$ cat src/can_tx_defs.svh
// register map, field positions and limits of the can transmit buffer block
`ifndef CAN_TX_DEFS_SVH
`define CAN_TX_DEFS_SVH
`define OFS_STATUS      8'h00
`define OFS_TX_COUNT    8'h04
`define OFS_MODCTRL     8'h08
`define OFS_RXERRCNT    8'h0c
`define OFS_BUF_BASE    8'h40
`define BUF_STRIDE      8'h40
`define BOFS_CON        4'h0
`define BOFS_SIDH       4'h1
`define BOFS_SIDL       4'h2
`define BOFS_EIDH       4'h3
`define BOFS_EIDL       4'h4
`define BOFS_DLC        4'h5
`define BOFS_DATA0      4'h8
`define CON_ABT         6
`define CON_LARB        5
`define CON_ERR         4
`define CON_REQ         3
`define IDL_EXT_ENABLE  3
`define DLC_RTR         6
`define MOD_ABORT_ALL   4
`define DLC_MAX         4'h8
`define CNT_PASSIVE     8'h7f
`define CNT_WARN        8'h5f
`define TEC_MAX         8'hff
`define OVF0_BIT        7
`define OVF1_BIT        6
`define RECOVERY_RUNS   8'h80
`define NUM_BUFS        3
`define AXI_OKAY        2'b00
`define AXI_SLVERR      2'b10
`endif

$ cat src/can_tx_pkg.sv
// types shared by the can transmit buffer block
package can_tx_pkg;
  typedef enum logic [3:0] {
    ST_IDLE = 4'b0001,
    ST_LOAD = 4'b0010,
    ST_SEND = 4'b0100,
    ST_DONE = 4'b1000
  } tx_state_e;
  typedef logic [1:0] buf_idx_t;
endpackage

$ cat src/can_tx_buffers.sv
// transmit buffers, communication status and transmit error counter
//
// The AXI4-Lite slave port and the address map were left to the implementer.
`timescale 1ns/10ps
`include "can_tx_defs.svh"
// Functional notes
// - rx buffer 0 overflow flag set by event, cleared by software write-one.
// - rx buffer 1 overflow flag set by event, cleared by software write-one.
// - tx bus-off flag set when transmit error counter overflows past 255.
// - tx error-passive flag high while transmit error count above 127.
// - rx error-passive flag high while receive error count above 127.
// - tx warning high while transmit error count in 96..127.
// - rx warning high while receive error count in 96..127.
// - combined warning is tx warning or rx warning.
// - setting request queues buffer and clears aborted, lost-arb, error flags.
// - request clears itself after successful sending.
// - software clearing a set request aborts that buffer.
// - aborted flag set when buffer transmission aborted.
// - lost-arbitration flag set when buffer loses arbitration.
// - bus-error flag set when bus error hits buffer's message.
// - two-bit priority per buffer, 11 highest, 00 lowest.
// - priority orders buffers only, never alters identifier.
// - extended enable sends 29-bit id, standard bits on top; else 11-bit.
// - high id byte gives id 10..3, or 28..21 in extended mode.
// - frame rtr bit equals buffer remote-request setting.
// - length codes 0..8 mean 0..8 bytes; 9..15 reserved.
// - three buffers, each with eight data byte registers.
// - read-only tx error counter; cleared after 128 recovery runs.
// - abort-all bit aborts pending transmissions in every buffer.
module can_tx_buffers
  import can_tx_pkg::*;
(
  input  wire logic        aclk,
  input  wire logic        aresetn,
  input  wire logic [7:0]  s_axi_awaddr,
  input  wire logic        s_axi_awvalid,
  output logic             s_axi_awready,
  input  wire logic [31:0] s_axi_wdata,
  input  wire logic [3:0]  s_axi_wstrb,
  input  wire logic        s_axi_wvalid,
  output logic             s_axi_wready,
  output logic [1:0]       s_axi_bresp,
  output logic             s_axi_bvalid,
  input  wire logic        s_axi_bready,
  input  wire logic [7:0]  s_axi_araddr,
  input  wire logic        s_axi_arvalid,
  output logic             s_axi_arready,
  output logic [31:0]      s_axi_rdata,
  output logic [1:0]       s_axi_rresp,
  output logic             s_axi_rvalid,
  input  wire logic        s_axi_rready,
  input  wire logic        rx_buf0_overflow_event,
  input  wire logic        rx_buf1_overflow_event,
  input  wire logic [7:0]  rx_error_count,
  output logic             frame_valid,
  input  wire logic        frame_ready,
  output logic [10:0]      frame_standard_id,
  output logic [17:0]      frame_extended_id,
  output logic             frame_extended,
  output logic             frame_remote,
  output logic [3:0]       frame_length,
  output logic [63:0]      frame_data,
  output buf_idx_t         frame_buffer,
  input  wire logic        frame_sent,
  input  wire logic        frame_lost_arbitration,
  input  wire logic        frame_bus_error,
  input  wire logic        abort_ack,
  output logic             abort_request,
  input  wire logic        tec_increment_8,
  input  wire logic        tec_increment_1,
  input  wire logic        tec_decrement,
  input  wire logic        recessive_run_11
);
  localparam int NB = `NUM_BUFS;

  logic [7:0]  id_high_reg  [NB];
  logic [7:0]  id_low_reg   [NB];
  logic [7:0]  eid_high_reg [NB];
  logic [7:0]  eid_low_reg  [NB];
  logic [7:0]  dlc_reg      [NB];
  logic [7:0]  data_reg     [NB][8];
  logic [NB-1:0] req_reg, abt_reg, larb_reg, err_reg;
  logic [1:0]  pri_reg      [NB];
  logic        ovf0_reg, ovf1_reg, abort_all_reg, bus_off_reg;
  logic [7:0]  tec_reg, runs_reg;
  tx_state_e   state_reg;
  buf_idx_t    cur_reg;

  // write channel: address and data taken in either order
  logic        aw_held_reg, w_held_reg;
  logic [7:0]  aw_addr_reg;
  logic [31:0] w_data_reg;
  logic [3:0]  w_strb_reg;
  logic        wr_go;
  logic [7:0]  wr_addr;
  logic [7:0]  wr_byte;
  logic        wr_hit, wr_lane0;
  buf_idx_t    wr_buf;
  logic [3:0]  wr_sub;

  assign s_axi_awready = !aw_held_reg && !s_axi_bvalid;
  assign s_axi_wready  = !w_held_reg && !s_axi_bvalid;
  assign wr_go   = aw_held_reg && w_held_reg && !s_axi_bvalid;
  assign wr_addr = aw_addr_reg;
  assign wr_byte = w_data_reg[7:0];
  assign wr_lane0 = w_strb_reg[0];
  assign wr_buf  = buf_idx_t'((wr_addr - `OFS_BUF_BASE) >> 6);
  assign wr_sub  = wr_addr[5:2];

  always_ff @(posedge aclk) begin
    if (!aresetn) begin
      aw_held_reg  <= 1'b0;
      w_held_reg   <= 1'b0;
      aw_addr_reg  <= 8'h00;
      w_data_reg   <= 32'h0000_0000;
      w_strb_reg   <= 4'h0;
      s_axi_bvalid <= 1'b0;
      s_axi_bresp  <= `AXI_OKAY;
    end else begin
      if (s_axi_awvalid && s_axi_awready) begin
        aw_held_reg <= 1'b1;
        aw_addr_reg <= s_axi_awaddr;
      end
      if (s_axi_wvalid && s_axi_wready) begin
        w_held_reg <= 1'b1;
        w_data_reg <= s_axi_wdata;
        w_strb_reg <= s_axi_wstrb;
      end
      if (wr_go) begin
        aw_held_reg  <= 1'b0;
        w_held_reg   <= 1'b0;
        s_axi_bvalid <= 1'b1;
        s_axi_bresp  <= wr_hit ? `AXI_OKAY : `AXI_SLVERR;
      end else if (s_axi_bvalid && s_axi_bready) begin
        s_axi_bvalid <= 1'b0;
      end
    end
  end

  function automatic logic addr_hit(input logic [7:0] a);
    logic [7:0] b;
    b = a - `OFS_BUF_BASE;
    if (a[1:0] != 2'b00)
      return 1'b0;
    if (a == `OFS_STATUS || a == `OFS_TX_COUNT || a == `OFS_MODCTRL || a == `OFS_RXERRCNT)
      return 1'b1;
    if (a < `OFS_BUF_BASE || b >= 8'(NB * 64))
      return 1'b0;
    return (b[5:2] <= `BOFS_DLC) || (b[5:2] >= `BOFS_DATA0);
  endfunction

  assign wr_hit = addr_hit(wr_addr);

  logic buf_wr, ctrl_wr;
  assign buf_wr  = wr_go && wr_hit && wr_lane0 && wr_addr >= `OFS_BUF_BASE;
  assign ctrl_wr = wr_go && wr_hit && wr_lane0;

  // priority selection among pending buffers
  logic       any_pending;
  buf_idx_t   pick;
  always_comb begin
    any_pending = 1'b0;
    pick = 2'd0;
    for (int i = 0; i < NB; i++) begin
      if (req_reg[i] && (!any_pending || pri_reg[i] >= pri_reg[pick])) begin
        any_pending = 1'b1;
        pick = buf_idx_t'(i);
      end
    end
  end

  // per-buffer payload registers, written by software only
  always_ff @(posedge aclk) begin
    if (!aresetn) begin
      for (int i = 0; i < NB; i++) begin
        id_high_reg[i]  <= 8'h00;
        id_low_reg[i]   <= 8'h00;
        eid_high_reg[i] <= 8'h00;
        eid_low_reg[i]  <= 8'h00;
        dlc_reg[i]      <= 8'h00;
        pri_reg[i]      <= 2'b00;
        for (int j = 0; j < 8; j++)
          data_reg[i][j] <= 8'h00;
      end
    end else if (buf_wr) begin
      case (wr_sub)
        `BOFS_CON:  pri_reg[wr_buf]      <= wr_byte[1:0];
        `BOFS_SIDH: id_high_reg[wr_buf]  <= wr_byte;
        `BOFS_SIDL: id_low_reg[wr_buf]   <= wr_byte & 8'heb;
        `BOFS_EIDH: eid_high_reg[wr_buf] <= wr_byte;
        `BOFS_EIDL: eid_low_reg[wr_buf]  <= wr_byte;
        `BOFS_DLC:  dlc_reg[wr_buf]      <= wr_byte & 8'h4f;
        default:    data_reg[wr_buf][wr_sub[2:0]] <= wr_byte;
      endcase
    end
  end

  // an engine that accepts the frame at this edge counts as on the wire already
  logic abort_pending_reg, frame_end, wire_busy, abort_end;
  assign frame_end = state_reg == ST_SEND &&
                     (frame_sent || abort_ack || frame_lost_arbitration || frame_bus_error);
  assign wire_busy = (state_reg == ST_SEND && !frame_end) ||
                     (state_reg == ST_LOAD && frame_valid && frame_ready);
  // a pending abort also ends a failed frame, otherwise the buffer would retry
  assign abort_end = abort_ack ||
                     (abort_pending_reg && (frame_lost_arbitration || frame_bus_error));

  // request and per-buffer status; hardware sets win over software clears
  always_ff @(posedge aclk) begin
    if (!aresetn) begin
      req_reg  <= '0;
      abt_reg  <= '0;
      larb_reg <= '0;
      err_reg  <= '0;
    end else begin
      for (int i = 0; i < NB; i++) begin
        if (buf_wr && wr_sub == `BOFS_CON && wr_buf == buf_idx_t'(i)) begin
          if (wr_byte[`CON_REQ]) begin
            req_reg[i]  <= 1'b1;
            abt_reg[i]  <= 1'b0;
            larb_reg[i] <= 1'b0;
            err_reg[i]  <= 1'b0;
          end else if (req_reg[i]) begin
            // abort waits for the engine only if this buffer is on the wire
            if (!(wire_busy && cur_reg == buf_idx_t'(i))) begin
              req_reg[i] <= 1'b0;
              abt_reg[i] <= 1'b1;
            end
          end
        end
        if (abort_all_reg && req_reg[i] &&
            !(wire_busy && cur_reg == buf_idx_t'(i))) begin
          req_reg[i] <= 1'b0;
          abt_reg[i] <= 1'b1;
        end
      end
      if (state_reg == ST_SEND) begin
        if (frame_sent)
          req_reg[cur_reg] <= 1'b0;
        else if (abort_end) begin
          req_reg[cur_reg] <= 1'b0;
          abt_reg[cur_reg] <= 1'b1;
        end
        if (frame_lost_arbitration)
          larb_reg[cur_reg] <= 1'b1;
        if (frame_bus_error)
          err_reg[cur_reg] <= 1'b1;
      end
    end
  end

  // pending abort for the buffer on the wire, held until the engine answers
  always_ff @(posedge aclk) begin
    if (!aresetn)
      abort_pending_reg <= 1'b0;
    else if (!wire_busy)
      abort_pending_reg <= 1'b0;
    else if (abort_all_reg ||
             (buf_wr && wr_sub == `BOFS_CON && wr_buf == cur_reg && !wr_byte[`CON_REQ]))
      abort_pending_reg <= 1'b1;
  end
  assign abort_request = abort_pending_reg;

  // transmit sequencer feeding the protocol engine
  always_ff @(posedge aclk) begin
    if (!aresetn) begin
      state_reg <= ST_IDLE;
      cur_reg   <= 2'd0;
    end else begin
      case (state_reg)
        ST_IDLE: if (any_pending && !bus_off_reg) begin
          cur_reg   <= pick;
          state_reg <= ST_LOAD;
        end
        ST_LOAD: if (!req_reg[cur_reg])
          state_reg <= ST_IDLE;
        else if (frame_ready)
          state_reg <= ST_SEND;
        ST_SEND: if (frame_sent || abort_ack || frame_lost_arbitration || frame_bus_error)
          state_reg <= ST_DONE;
        ST_DONE: state_reg <= ST_IDLE;
        default: state_reg <= ST_IDLE;
      endcase
    end
  end

  // frame fields are registered copies of the chosen buffer
  always_ff @(posedge aclk) begin
    if (!aresetn) begin
      frame_standard_id <= 11'h000;
      frame_extended_id <= 18'h00000;
      frame_extended    <= 1'b0;
      frame_remote      <= 1'b0;
      frame_length      <= 4'h0;
      frame_data        <= 64'h0;
      frame_buffer      <= 2'd0;
    end else if (state_reg == ST_IDLE && any_pending) begin
      frame_standard_id <= {id_high_reg[pick], id_low_reg[pick][7:5]};
      frame_extended    <= id_low_reg[pick][`IDL_EXT_ENABLE];
      frame_extended_id <= id_low_reg[pick][`IDL_EXT_ENABLE] ?
                           {id_low_reg[pick][1:0], eid_high_reg[pick], eid_low_reg[pick]} :
                           18'h00000;
      frame_remote      <= dlc_reg[pick][`DLC_RTR];
      // reserved length codes are sent as coded; engine caps data at eight bytes
      frame_length      <= dlc_reg[pick][3:0];
      for (int j = 0; j < 8; j++)
        frame_data[j*8 +: 8] <= data_reg[pick][j];
      frame_buffer      <= pick;
    end
  end
  assign frame_valid = (state_reg == ST_LOAD) && req_reg[cur_reg];

  // module control abort-all, self-clearing once nothing remains pending
  always_ff @(posedge aclk) begin
    if (!aresetn)
      abort_all_reg <= 1'b0;
    else if (ctrl_wr && wr_addr == `OFS_MODCTRL)
      abort_all_reg <= wr_byte[`MOD_ABORT_ALL];
    else if (abort_all_reg && req_reg == '0)
      abort_all_reg <= 1'b0;
  end

  // receive overflow flags, write one to clear, event wins
  always_ff @(posedge aclk) begin
    if (!aresetn) begin
      ovf0_reg <= 1'b0;
      ovf1_reg <= 1'b0;
    end else begin
      if (rx_buf0_overflow_event)
        ovf0_reg <= 1'b1;
      else if (ctrl_wr && wr_addr == `OFS_STATUS && wr_byte[`OVF0_BIT])
        ovf0_reg <= 1'b0;
      if (rx_buf1_overflow_event)
        ovf1_reg <= 1'b1;
      else if (ctrl_wr && wr_addr == `OFS_STATUS && wr_byte[`OVF1_BIT])
        ovf1_reg <= 1'b0;
    end
  end

  // transmit error counter with overflow into bus-off
  logic [8:0] tec_sum;
  always_comb begin
    tec_sum = {1'b0, tec_reg};
    if (tec_increment_8)
      tec_sum = tec_sum + 9'd8;
    else if (tec_increment_1)
      tec_sum = tec_sum + 9'd1;
    else if (tec_decrement && tec_reg != 8'h00)
      tec_sum = tec_sum - 9'd1;
  end

  always_ff @(posedge aclk) begin
    if (!aresetn) begin
      tec_reg     <= 8'h00;
      bus_off_reg <= 1'b0;
      runs_reg    <= 8'h00;
    end else if (bus_off_reg) begin
      // recovery: counter is held until enough idle runs have been seen
      if (recessive_run_11) begin
        if (runs_reg == `RECOVERY_RUNS - 8'h01) begin
          tec_reg     <= 8'h00;
          bus_off_reg <= 1'b0;
          runs_reg    <= 8'h00;
        end else
          runs_reg <= runs_reg + 8'h01;
      end
    end else begin
      // overflow pins the count at its top so passive stays on while bus-off
      tec_reg <= tec_sum[8] ? `TEC_MAX : tec_sum[7:0];
      if (tec_sum[8])
        bus_off_reg <= 1'b1;
    end
  end

  logic tx_warn, rx_warn;
  logic [7:0] comm_status;
  assign tx_warn = tec_reg > `CNT_WARN && tec_reg <= `CNT_PASSIVE;
  assign rx_warn = rx_error_count > `CNT_WARN && rx_error_count <= `CNT_PASSIVE;
  assign comm_status = {ovf0_reg, ovf1_reg, bus_off_reg,
                        tec_reg > `CNT_PASSIVE,
                        rx_error_count > `CNT_PASSIVE,
                        tx_warn, rx_warn, tx_warn | rx_warn};

  // read channel, one cycle from address to data
  logic [7:0] rd_b;
  buf_idx_t   rd_buf;
  logic [7:0] rd_val;
  assign rd_b   = s_axi_araddr - `OFS_BUF_BASE;
  assign rd_buf = buf_idx_t'(rd_b >> 6);
  always_comb begin
    rd_val = 8'h00;
    case (s_axi_araddr)
      `OFS_STATUS:   rd_val = comm_status;
      `OFS_TX_COUNT: rd_val = tec_reg;
      `OFS_MODCTRL:  rd_val = {3'b000, abort_all_reg, 4'h0};
      `OFS_RXERRCNT: rd_val = rx_error_count;
      default: if (addr_hit(s_axi_araddr)) begin
        case (rd_b[5:2])
          `BOFS_CON:  rd_val = {1'b0, abt_reg[rd_buf], larb_reg[rd_buf], err_reg[rd_buf],
                                req_reg[rd_buf], 1'b0, pri_reg[rd_buf]};
          `BOFS_SIDH: rd_val = id_high_reg[rd_buf];
          `BOFS_SIDL: rd_val = id_low_reg[rd_buf];
          `BOFS_EIDH: rd_val = eid_high_reg[rd_buf];
          `BOFS_EIDL: rd_val = eid_low_reg[rd_buf];
          `BOFS_DLC:  rd_val = dlc_reg[rd_buf];
          default:    rd_val = data_reg[rd_buf][rd_b[4:2]];
        endcase
      end
    endcase
  end

  assign s_axi_arready = !s_axi_rvalid;
  always_ff @(posedge aclk) begin
    if (!aresetn) begin
      s_axi_rvalid <= 1'b0;
      s_axi_rdata  <= 32'h0000_0000;
      s_axi_rresp  <= `AXI_OKAY;
    end else if (s_axi_arvalid && s_axi_arready) begin
      s_axi_rvalid <= 1'b1;
      s_axi_rdata  <= {24'h000000, rd_val};
      s_axi_rresp  <= addr_hit(s_axi_araddr) ? `AXI_OKAY : `AXI_SLVERR;
    end else if (s_axi_rvalid && s_axi_rready) begin
      s_axi_rvalid <= 1'b0;
    end
  end
endmodule // can_tx_buffers

$ cat config.mk
export PLATFORM = sky130hd
export DESIGN_NAME = can_tx_buffers
export DESIGN_NICKNAME = d
export VERILOG_FILES = /design/src/can_tx_pkg.sv /design/src/can_tx_buffers.sv
export VERILOG_INCLUDE_DIRS = /design/src
export SDC_FILE = /design/constraint.sdc
export NUM_CORES = 1
export LEC_CHECK = 0
export ABC_AREA = 1
export ABC_CLOCK_PERIOD_IN_PS = 6700
export BUFFER_PORTS_ARGS = -buffer_cell sky130_fd_sc_hd__buf_2
export CORE_MARGIN = 2
export CORE_UTILIZATION = 30
export CTS_CLUSTER_DIAMETER = 60
export DETAILED_ROUTE_END_ITERATION = 8
export GPL_TIMING_DRIVEN = 0
export SYNTH_ARGS = -nofsm -noshare
export SYNTH_HDL_FRONTEND = slang
export SYNTH_SLANG_ARGS = --single-unit
$ cat constraint.sdc
create_clock -name aclk -period 6.7 [get_ports aclk]
set_input_delay 0.335 -clock aclk [delete_from_list [all_inputs] [get_ports aclk]]
set_output_delay 0.335 -clock aclk [all_outputs]
set_load 0.02 [all_outputs]
# --- Word-level counts from Yosys, hierarchy flattened ---
# Memory sizes are Yosys's and may differ from the RTL's. A register that Yosys moved wholly into a read port is not among the register bits.
# Index checks and enable logic that the tools add are counted.
totals:
  input_bits: 78
  ramBits: 303
  out_inout_bits: 144
  register_bits: 104
  mem_count: 7
  word_cells: 425
classes:
  addsub: 6
  muxes: 211
  reduce_logical: 112
  bitwise: 9
  n_lt_le_gt_ge: 23
  n_eq_ne: 30
memory_table:
  columns: ["name", "words", "word_bits", "rd", "rd_clocked_by_memory_dff", "write_ports", "line_no", "text"]
  rows:
  - ["data_reg", 3, 64, 2, 1, 3, "can_tx_buffers.sv:81", "logic [7:0] data_reg [NB][8];"]
  - ["eid_high_reg", 3, 8, 2, 0, 3, "can_tx_buffers.sv:78", "logic [7:0] eid_high_reg [NB];"]
  - ["eid_low_reg", 3, 8, 2, 0, 3, "can_tx_buffers.sv:79", "logic [7:0] eid_low_reg [NB];"]
  - ["id_high_reg", 3, 8, 2, 1, 3, "can_tx_buffers.sv:76", "logic [7:0] id_high_reg [NB];"]
  - ["id_low_reg", 3, 6, 2, 0, 3, "can_tx_buffers.sv:77", "logic [7:0] id_low_reg [NB];"]
  - ["dlc_reg", 3, 5, 2, 1, 3, "can_tx_buffers.sv:80", "logic [7:0] dlc_reg [NB];"]
  - ["1 more memories", null, null, null, null, null, null, null]
ops:
  columns: ["cell", "n"]
  rows:
  - ["64-bit 2-to-1 mux", 3]
  - ["1-bit 2-to-1 mux", 154]
  - ["8-bit 2-to-1 mux", 12]
  - ["64-bit OR reduction", 1]
  - ["8-bit case mux with 6 select lines", 1]
  - ["1-bit logical AND", 47]
  - ["8-bit by 4-bit == test with 1-bit output, second input constant", 4]
  - ["8-bit by 7-bit greater-than comparator with 1-bit output, second input constant", 4]
  - ["8-bit case mux with 4 select lines", 1]
  - ["3-bit 2-to-1 mux", 10]
  - ["9-bit 2-to-1 mux", 3]
  - ["8-bit binary-select mux with 3-bit select", 1]
  - ["8-bit demux with 3-bit select", 1]
  - ["8-bit OR reduction", 3]
  - ["2-bit 2-to-1 mux", 11]
  - ["4-bit by 2-bit == test with 1-bit output, second input constant", 5]
  - ["4-bit by 3-bit == test with 1-bit output, second input constant", 5]
  - ["1-bit logical OR", 19]
  - ["18-bit 2-to-1 mux", 1]
  - ["8-bit by 3-bit == test with 1-bit output, second input constant", 2]
  - ["4-bit >= comparator, second input constant", 4]
  - ["8-bit >= comparator, second input constant", 2]
  - ["8-bit by 7-bit less-or-equal comparator with 1-bit output, second input constant", 2]
  - ["8-bit zero test", 2]
  - ["other kinds (45)", 93]

# --- Longest topological paths before layout ---
# Gate-level depths: netlist of run 1.
logic_depth:
  depth_word: 23
  ltp_mapped: 22

# --- Worst setup path after synthesis of run 1 ---
# OpenSTA, ideal clock, no wires.
synth_timing:
  path_type: "register to register"
  startpoint: "register aw_addr_reg[6]"
  endpoint: "memory data_reg[1][16] (netlist name), enable pin"
  arrival_time_ps: 2887
  n_path_buf: 2
  slack_ps: 3429
  setup_ps: 384
  period_less_slack_ps: 3271
  path_stages_with_launch: 14
  path_cell_list: "dfxtp_1 > clkbuf_1 > clkinv_1 > ha_1 > inv_1 > o21ai_1 > nand2_2 > nand3_4 > nor2_8 > nand2_2 > nor2_8 > nand3_2 > clkbuf_1 > o21ai_0"
synth_rtl:
  columns: ["element", "line_no", "text"]
  rows:
  - ["from (decl)", "can_tx_buffers.sv:91", "logic [7:0] aw_addr_reg;"]
  - ["from (signal assigned)", "can_tx_buffers.sv:122", "aw_addr_reg <= s_axi_awaddr;"]
  - ["to (decl)", "can_tx_buffers.sv:81", null]

==> results of run 1 <==
[per-layer routing]
layer,part of all wire,track usage,up-vias
met5,0.00056,0,-
met4,0.060,0.154,12
met3,0.13,0.0894,413
met2,0.43,0.436,2050
met1,0.38,0.377,12800
li1,-,-,11600
[kinds of logic (layout without fill, tap and decap cells)]
family	after synthesis	after routing	synth area share
other cells	1	68	0.000134
compound gates	619	619	0.126
xor+xnor	8	8	0.00251
simple gates	1538	1538	0.236
buf+inv	481	789	0.0721
fa+ha+maj	16	16	0.00716
flops	575	575	0.556
[cell type report]
type                            count  area, um^2
Fill cell                        9533       59200
Sequential cell                   575       15600
Multi-Input combinational cell   2244       10600
Clock buffer                       84        1690
Tap cell                         1243        1560
Timing Repair Buffer              194        1120
Buffer                            241        1110
Inverter                          240         901
Clock inverter                     30         289
Antenna cell                        5        12.5
[report_power, final]
group | internal, uW | leakage, uW | switching (uW) | total, uW
clock network | 1920 | 0.000960 | 1560 | 3480
registers | 3900 | 0.00564 | 102 | 4000
logic | 212 | 0.00647 | 726 | 938
[synth_stat cells (all sizes together)]
library cell  number
nand2            792
edfxtp           404
nor2             387
o21ai            242
inv              233
a21oi            207
nand3            187
dfxtp            171
nor3             145
clkbuf           135
buf              106
o211ai            84
a31oi             35
nand4             18
ha                16
o2111ai           15
a211o              9
clkinv             7
xor2               7
o311ai             5
o21bai             4
o22ai              4
a211oi             3
a21boi             3
nor3b              3
o21a               3
o221ai             2
or2                2
a21o               1
a221oi             1
and2               1
and3               1
conb               1
nand3b             1
nor4               1
o311a              1
xnor2              1
[how the worst max path moves through the flow]
| stage | cells past startpoint | slack [ps] | endpoint | start |
|---|---|---|---|---|
| 3_3_place_gp | 16 | 1180 | frame_data[42] | pri_reg[0][0] |
| 5_1_grt | 16 | 850 | frame_data[42] | pri_reg[0][0] |
| 6_report | 16 | 790 | frame_data[42] | pri_reg[0][0] |
| 4_1_cts | 16 | 1160 | frame_data[42] | pri_reg[0][0] |
| 2_1_floorplan | 13 | 3430 | data_reg[1][16] | aw_addr_reg[6] |
| 3_5_place_dp | 16 | 1220 | frame_data[42] | pri_reg[0][0] |
[repair_timing]
item,CTS,global route
setup buffers,0,0
hold endpoints to repair,29,0
gates resized for setup,0,0
hold buffers,26,0
[per-stage QoR]
| stage | worst slack (ps) | cell area, um^2 | hold slack, ps | std cells | total power [uW] |
|---|---|---|---|---|---|
| 2_1_floorplan | 3430 | 28200 | 437 | 3300 | 4500 |
| 3_3_place_gp | 1180 | 30600 | 452 | 4707 | 4940 |
| 3_5_place_dp | 1220 | 30600 | 455 | 4711 | 4940 |
| 4_1_cts | 1160 | 32800 | 29.8 | 4851 | 8350 |
| 5_1_grt | 845 | 32900 | 79.0 | 4852 | 8570 |
| 6_report | 785 | 32900 | 54.6 | 4856 | 8420 |
[worst register-to-register path, stage by stage (launching register included)]
cell,delay (ps)
edfxtp_1,470
ha_1,330
o21ai_0,300
nand2_1,80
nand2_1,230
buf_2,350
clkbuf_1,650
o21ai_0,180
ha_1,310
o21ai_0,190
nand3b_1,100
nand2_1,390
inv_2,150
nor2_1,800
clkbuf_1,610
o21ai_0,450
a31oi_1,240
==> flow_metrics.py, run 1 <==
metrics = {
    "power": {
        "ir_worst_vdd_uv": 216,
        "power_density_nw_per_um2": 256,
        "p_leak_uw": 0.0131,
    },
    "outcome": {
        "status": "finished, violations left",
        "violations": "capacitance limit, slew limit",
    },
    "route": {
        "vias": 26900,
        "viasPerCell": 5.53,
        "drtAntennaViolNets": 0,
        "drt-total-wl_mm": 143,
        "drc": 0,
        "wl_per_cell_um": 29.5,
        "drt_iter0_drc": 4335,
        "first_pass_iters": 6,
    },
    "cells_and_area": {
        "postLayoutCoreUtil": 0.357,
        "final_net_count": 3651,
        "syn_to_final_growth_pct": 17.5,
        "layout_commonest_cell": "nand2_1",
        "largest_reg_flops": 256,
        "layout_common_cells": "nand2_1 (782), edfxtp_1 (404), nor2_1 (380)",
        "drive_gt1_frac": 0.114,
    },
    "setup_path": {
        "crit_slowest_cell": "nor2_1",
        "crit_family": "buffers and inverters",
        "worstReg2RegStart": "pri_reg[0][0]",
        "r2r_end": "frame_data[42]",
        "crit_required_ps": 7280,
        "worstPathArrival_ps": 6490,
        "start_kind": "flip-flop",
        "path_common_cell": "o21ai_0",
        "r2r_cells": 16,
        "critical_path.max_fanout": 10,
        "ff2ff_setup_slack_ps": 790,
        "path_class": "flip-flop to flip-flop",
        "crit_buf_inv": 4,
        "path_cells": "ha_1 > o21ai_0 > nand2_1 > nand2_1 > buf_2 > clkbuf_1 > o21ai_0 > ha_1 > o21ai_0 > nand3b_1 > nand2_1 > inv_2 > nor2_1 > clkbuf_1 > o21ai_0 > a31oi_1",
        "end_kind": "flip-flop",
        "cpPeakStageDelay_ps": 800,
    },
    "timing": {
        "period_share": 0.883,
        "slew_viol_final": 10,
        "min_period_ps": 5910,
        "rsz0062_at_grt": "false",
        "tightest_slew_ps": 1530,
        "slew_headroom": -0.0311,
        "skew_ps": 26.6,
        "hold_viol_final": 0,
        "setup_violations": 0,
        "max_freq_mhz": 169,
        "fin_setup_tns_ps": 0,
    },
    "synthesis": {
        "yosysTopAreaCellShare": 0.434,
        "synth_area_leaders": "edfxtp_1 (43%), dfxtp_1 (12%), nand2_1 (10%)",
        "netlist_area_um2": 28000,
        "netlist_instances": 3238,
        "yosys_register_bits": 575,
        "synth-seq-area-share": 0.556,
        "synth_area_leader_cell": "edfxtp_1",
        "syn_area_per_cell_um2": 8.64,
        "yosys.cell_types.count": 54,
        "yosys_warnings": 0,
    },
    "floorplanning": {
        "start_util": 0.304,
        "ios": 222,
        "chipHeight_um": 309,
        "core_um2": 92100,
        "die_w_um": 309,
        "row_count": 111,
        "die_area_um2": 95700,
    },
    "grt": {
        "grt_start_max_net_pins": 17,
        "grt_util_all_layers": 0.291,
        "first_global_vias": 24400,
        "antenna_found_initial": 14,
        "grt_first_pass_wirelength_mm": 193,
        "overflow": 0,
    },
    "clock_network": {
        "cts_tree": "done",
        "root_buffer": "clkbuf_16",
        "clockBufferDepth": 3,
        "clk_pin_slew_ps": 70,
        "worstSkewPairLatency_ps": 680,
        "cts_buffers": 61,
        "clock_sinks": 575,
        "htree_num_levels": 2,
    },
    "min_path": {
        "hp-start": "rx_error_count[2]",
        "min_to": "s_axi_rdata[2]",
        "whs_path_depth": 5,
        "hold_path.class": "input port to flip-flop",
    },
    "placement": {
        "hpwl_mm": 106,
        "port_buffers": 164,
        "place.gp.congestion": 1.07,
    },
    "run": {
        "drv_cap": 3,
    },
}
(Power assumes the default switching activity.)
==> run 2, diff against run 1 <==
==> constraint.sdc (replaced) <==
create_clock -name aclk -period 6.7 [get_ports aclk]
set_input_delay 1.34 -clock aclk [delete_from_list [all_inputs] [get_ports aclk]]
set_output_delay 1.34 -clock aclk [all_outputs]
set_load 0.02 [all_outputs]
==> flow_metrics.py, run 2 (synthesized netlist as in run 1, its figures left out) <==
metrics = {
    "setup_path": {
        "crit_buf_inv": 4,
        "r2r_cells": 16,
        "crit_slowest_cell": "nor2_1",
        "cpPeakStageDelay_ps": 840,
        "end_kind": "flip-flop",
        "crit_required_ps": 7280,
        "path_class": "flip-flop to flip-flop",
        "ff2ff_setup_slack_ps": 750,
        "worstReg2RegStart": "pri_reg[0][0]",
        "crit_family": "buffers and inverters",
        "path_cells": "ha_1 > o21ai_0 > nand2_1 > nand2_1 > buf_2 > clkbuf_1 > o21ai_0 > ha_1 > o21ai_0 > nand3b_1 > nand2_1 > inv_2 > nor2_1 > clkbuf_1 > o21ai_0 > a31oi_1",
        "path_common_cell": "o21ai_0",
        "worstPathArrival_ps": 6530,
        "r2r_end": "frame_data[42]",
        "critical_path.max_fanout": 10,
        "start_kind": "flip-flop",
    },
    "min_path": {
        "min_to": "frame_data[19]",
        "hp-start": "frame_data[19]",
        "hold_path.class": "flip-flop to flip-flop",
        "whs_path_depth": 2,
    },
    "run": {
        "drv_cap": 2,
    },
    "placement": {
        "port_buffers": 164,
        "place.gp.congestion": 1.07,
        "hpwl_mm": 106,
    },
    "floorplanning": {
        "die_w_um": 309,
        "ios": 222,
        "start_util": 0.304,
        "chipHeight_um": 309,
        "core_um2": 92100,
        "row_count": 111,
        "die_area_um2": 95700,
    },
    "route": {
        "highest_layer": "met5",
        "wl_per_cell_um": 29.6,
        "first_pass_iters": 6,
        "viasPerCell": 5.57,
        "drc": 0,
        "drt_iter0_drc": 4487,
        "wl_met1_mm": 53.2,
        "wl_met2_mm": 60.5,
        "drt-total-wl_mm": 143,
        "drtAntennaViolNets": 0,
        "vias": 26900,
        "routed-wl-met3_mm": 20.4,
    },
    "timing": {
        "period_share": 0.887,
        "fin_setup_tns_ps": 0,
        "slew_headroom": -0.0273,
        "rsz0062_at_grt": "false",
        "timing.hold.ws_ps": 464,
        "skew_ps": 26.8,
        "max_freq_mhz": 168,
        "setup_violations": 0,
        "tightest_slew_ps": 1540,
        "hold_viol_final": 0,
        "min_period_ps": 5950,
        "slew_viol_final": 10,
    },
    "clock_network": {
        "root_buffer": "clkbuf_16",
        "post_cts_resized": 0,
        "htree_num_levels": 2,
        "postCtsSetupBuffers": 0,
        "clock_sinks": 575,
        "clk_pin_slew_ps": 60,
        "cts_buffers": 61,
        "clockBufferDepth": 3,
        "ctsHoldBuffers": 0,
        "cts_tree": "done",
        "worstSkewPairLatency_ps": 690,
    },
    "outcome": {
        "violations": "capacitance limit, slew limit",
        "status": "finished, violations left",
    },
    "cells_and_area": {
        "layout.area.seq_um2": 15600,
        "largest_reg_flops": 256,
        "multi_input_area_um2": 10600,
        "drive_gt1_frac": 0.115,
        "syn_to_final_growth_pct": 16.6,
        "layout_commonest_cell": "nand2_1",
        "layout_common_cells": "nand2_1 (782), edfxtp_1 (404), nor2_1 (380)",
        "fillers": 9549,
        "final_net_count": 3625,
    },
    "power": {
        "p_leak_uw": 0.0130,
        "power_density_nw_per_um2": 258,
        "ir_worst_vdd_uv": 215,
    },
    "grt": {
        "grt_first_pass_wirelength_mm": 192,
        "overflow": 0,
        "first_global_vias": 24300,
        "grt_start_max_net_pins": 17,
        "grt_util_all_layers": 0.291,
        "antenna_found_initial": 14,
    },
}
==> run 2: changes by cell type in the layout (fill, tap and decap cells not counted) <==
cell	before	now
dlygate4sd3_1	26	0
diode_2	5	3
==> run 2: final cells by class <==
type                            instances  area share
Clock buffer                           84      0.0517
Antenna cell                            3    0.000230
Sequential cell                       575       0.477
Inverter                              240      0.0276
Timing Repair Buffer                  168      0.0264
Tap cell                             1243      0.0477
Clock inverter                         30     0.00887
Buffer                                241      0.0342
Multi-Input combinational cell       2244       0.326
==> run 2: worst register-to-register path: stages (launching register included) <==
cell      delay, ps
edfxtp_1        470
ha_1            330
o21ai_0         300
nand2_1          80
nand2_1         250
buf_2           340
clkbuf_1        680
o21ai_0         180
ha_1            310
o21ai_0         180
nand3b_1         90
nand2_1         370
inv_2           150
nor2_1          840
clkbuf_1        610
o21ai_0         440
a31oi_1         240
==> run 2: worst max-delay path by stage <==
stage	end	startpoint	depth (start not counted)	slack [ps]
6_report	frame_data[42]	pri_reg[0][0]	16	750
5_1_grt	frame_data[42]	pri_reg[0][0]	16	840
4_1_cts	frame_data[42]	pri_reg[0][0]	16	1160
3_5_place_dp	s_axi_rdata[5]	s_axi_araddr[6]	16	740
3_3_place_gp	s_axi_rdata[5]	s_axi_araddr[6]	16	720
2_1_floorplan	s_axi_rdata[3]	s_axi_araddr[6]	17	3000
==> run 2: routing by layer <==
layer	global-route usage	up-vias
met5	0	-
met4	0.154	14
met3	0.0900	454
met2	0.435	2163
met1	0.377	12800
li1	-	11500
==> run 2: stage by stage <==
| stage | power [uW] | utilization | cell area (um^2) | std cells | setup WS (ps) |
|---|---|---|---|---|---|
| 2_1_floorplan | 4500 | - | 28200 | 3300 | 3000 |
| 3_3_place_gp | 4940 | 0.332 | 30600 | 4707 | 719 |
| 3_5_place_dp | 4940 | 0.332 | 30600 | 4711 | 745 |
| 4_1_cts | 8340 | 0.354 | 32600 | 4825 | 1160 |
| 5_1_grt | 8560 | 0.354 | 32600 | 4826 | 845 |
| 6_report | 8400 | 0.354 | 32600 | 4828 | 754 |
==> run 2: report_power, final <==
| part | internal (uW) | switching, uW |
|---|---|---|
| clock network | 1920 | 1550 |
| logic | 202 | 727 |
| registers | 3900 | 102 |
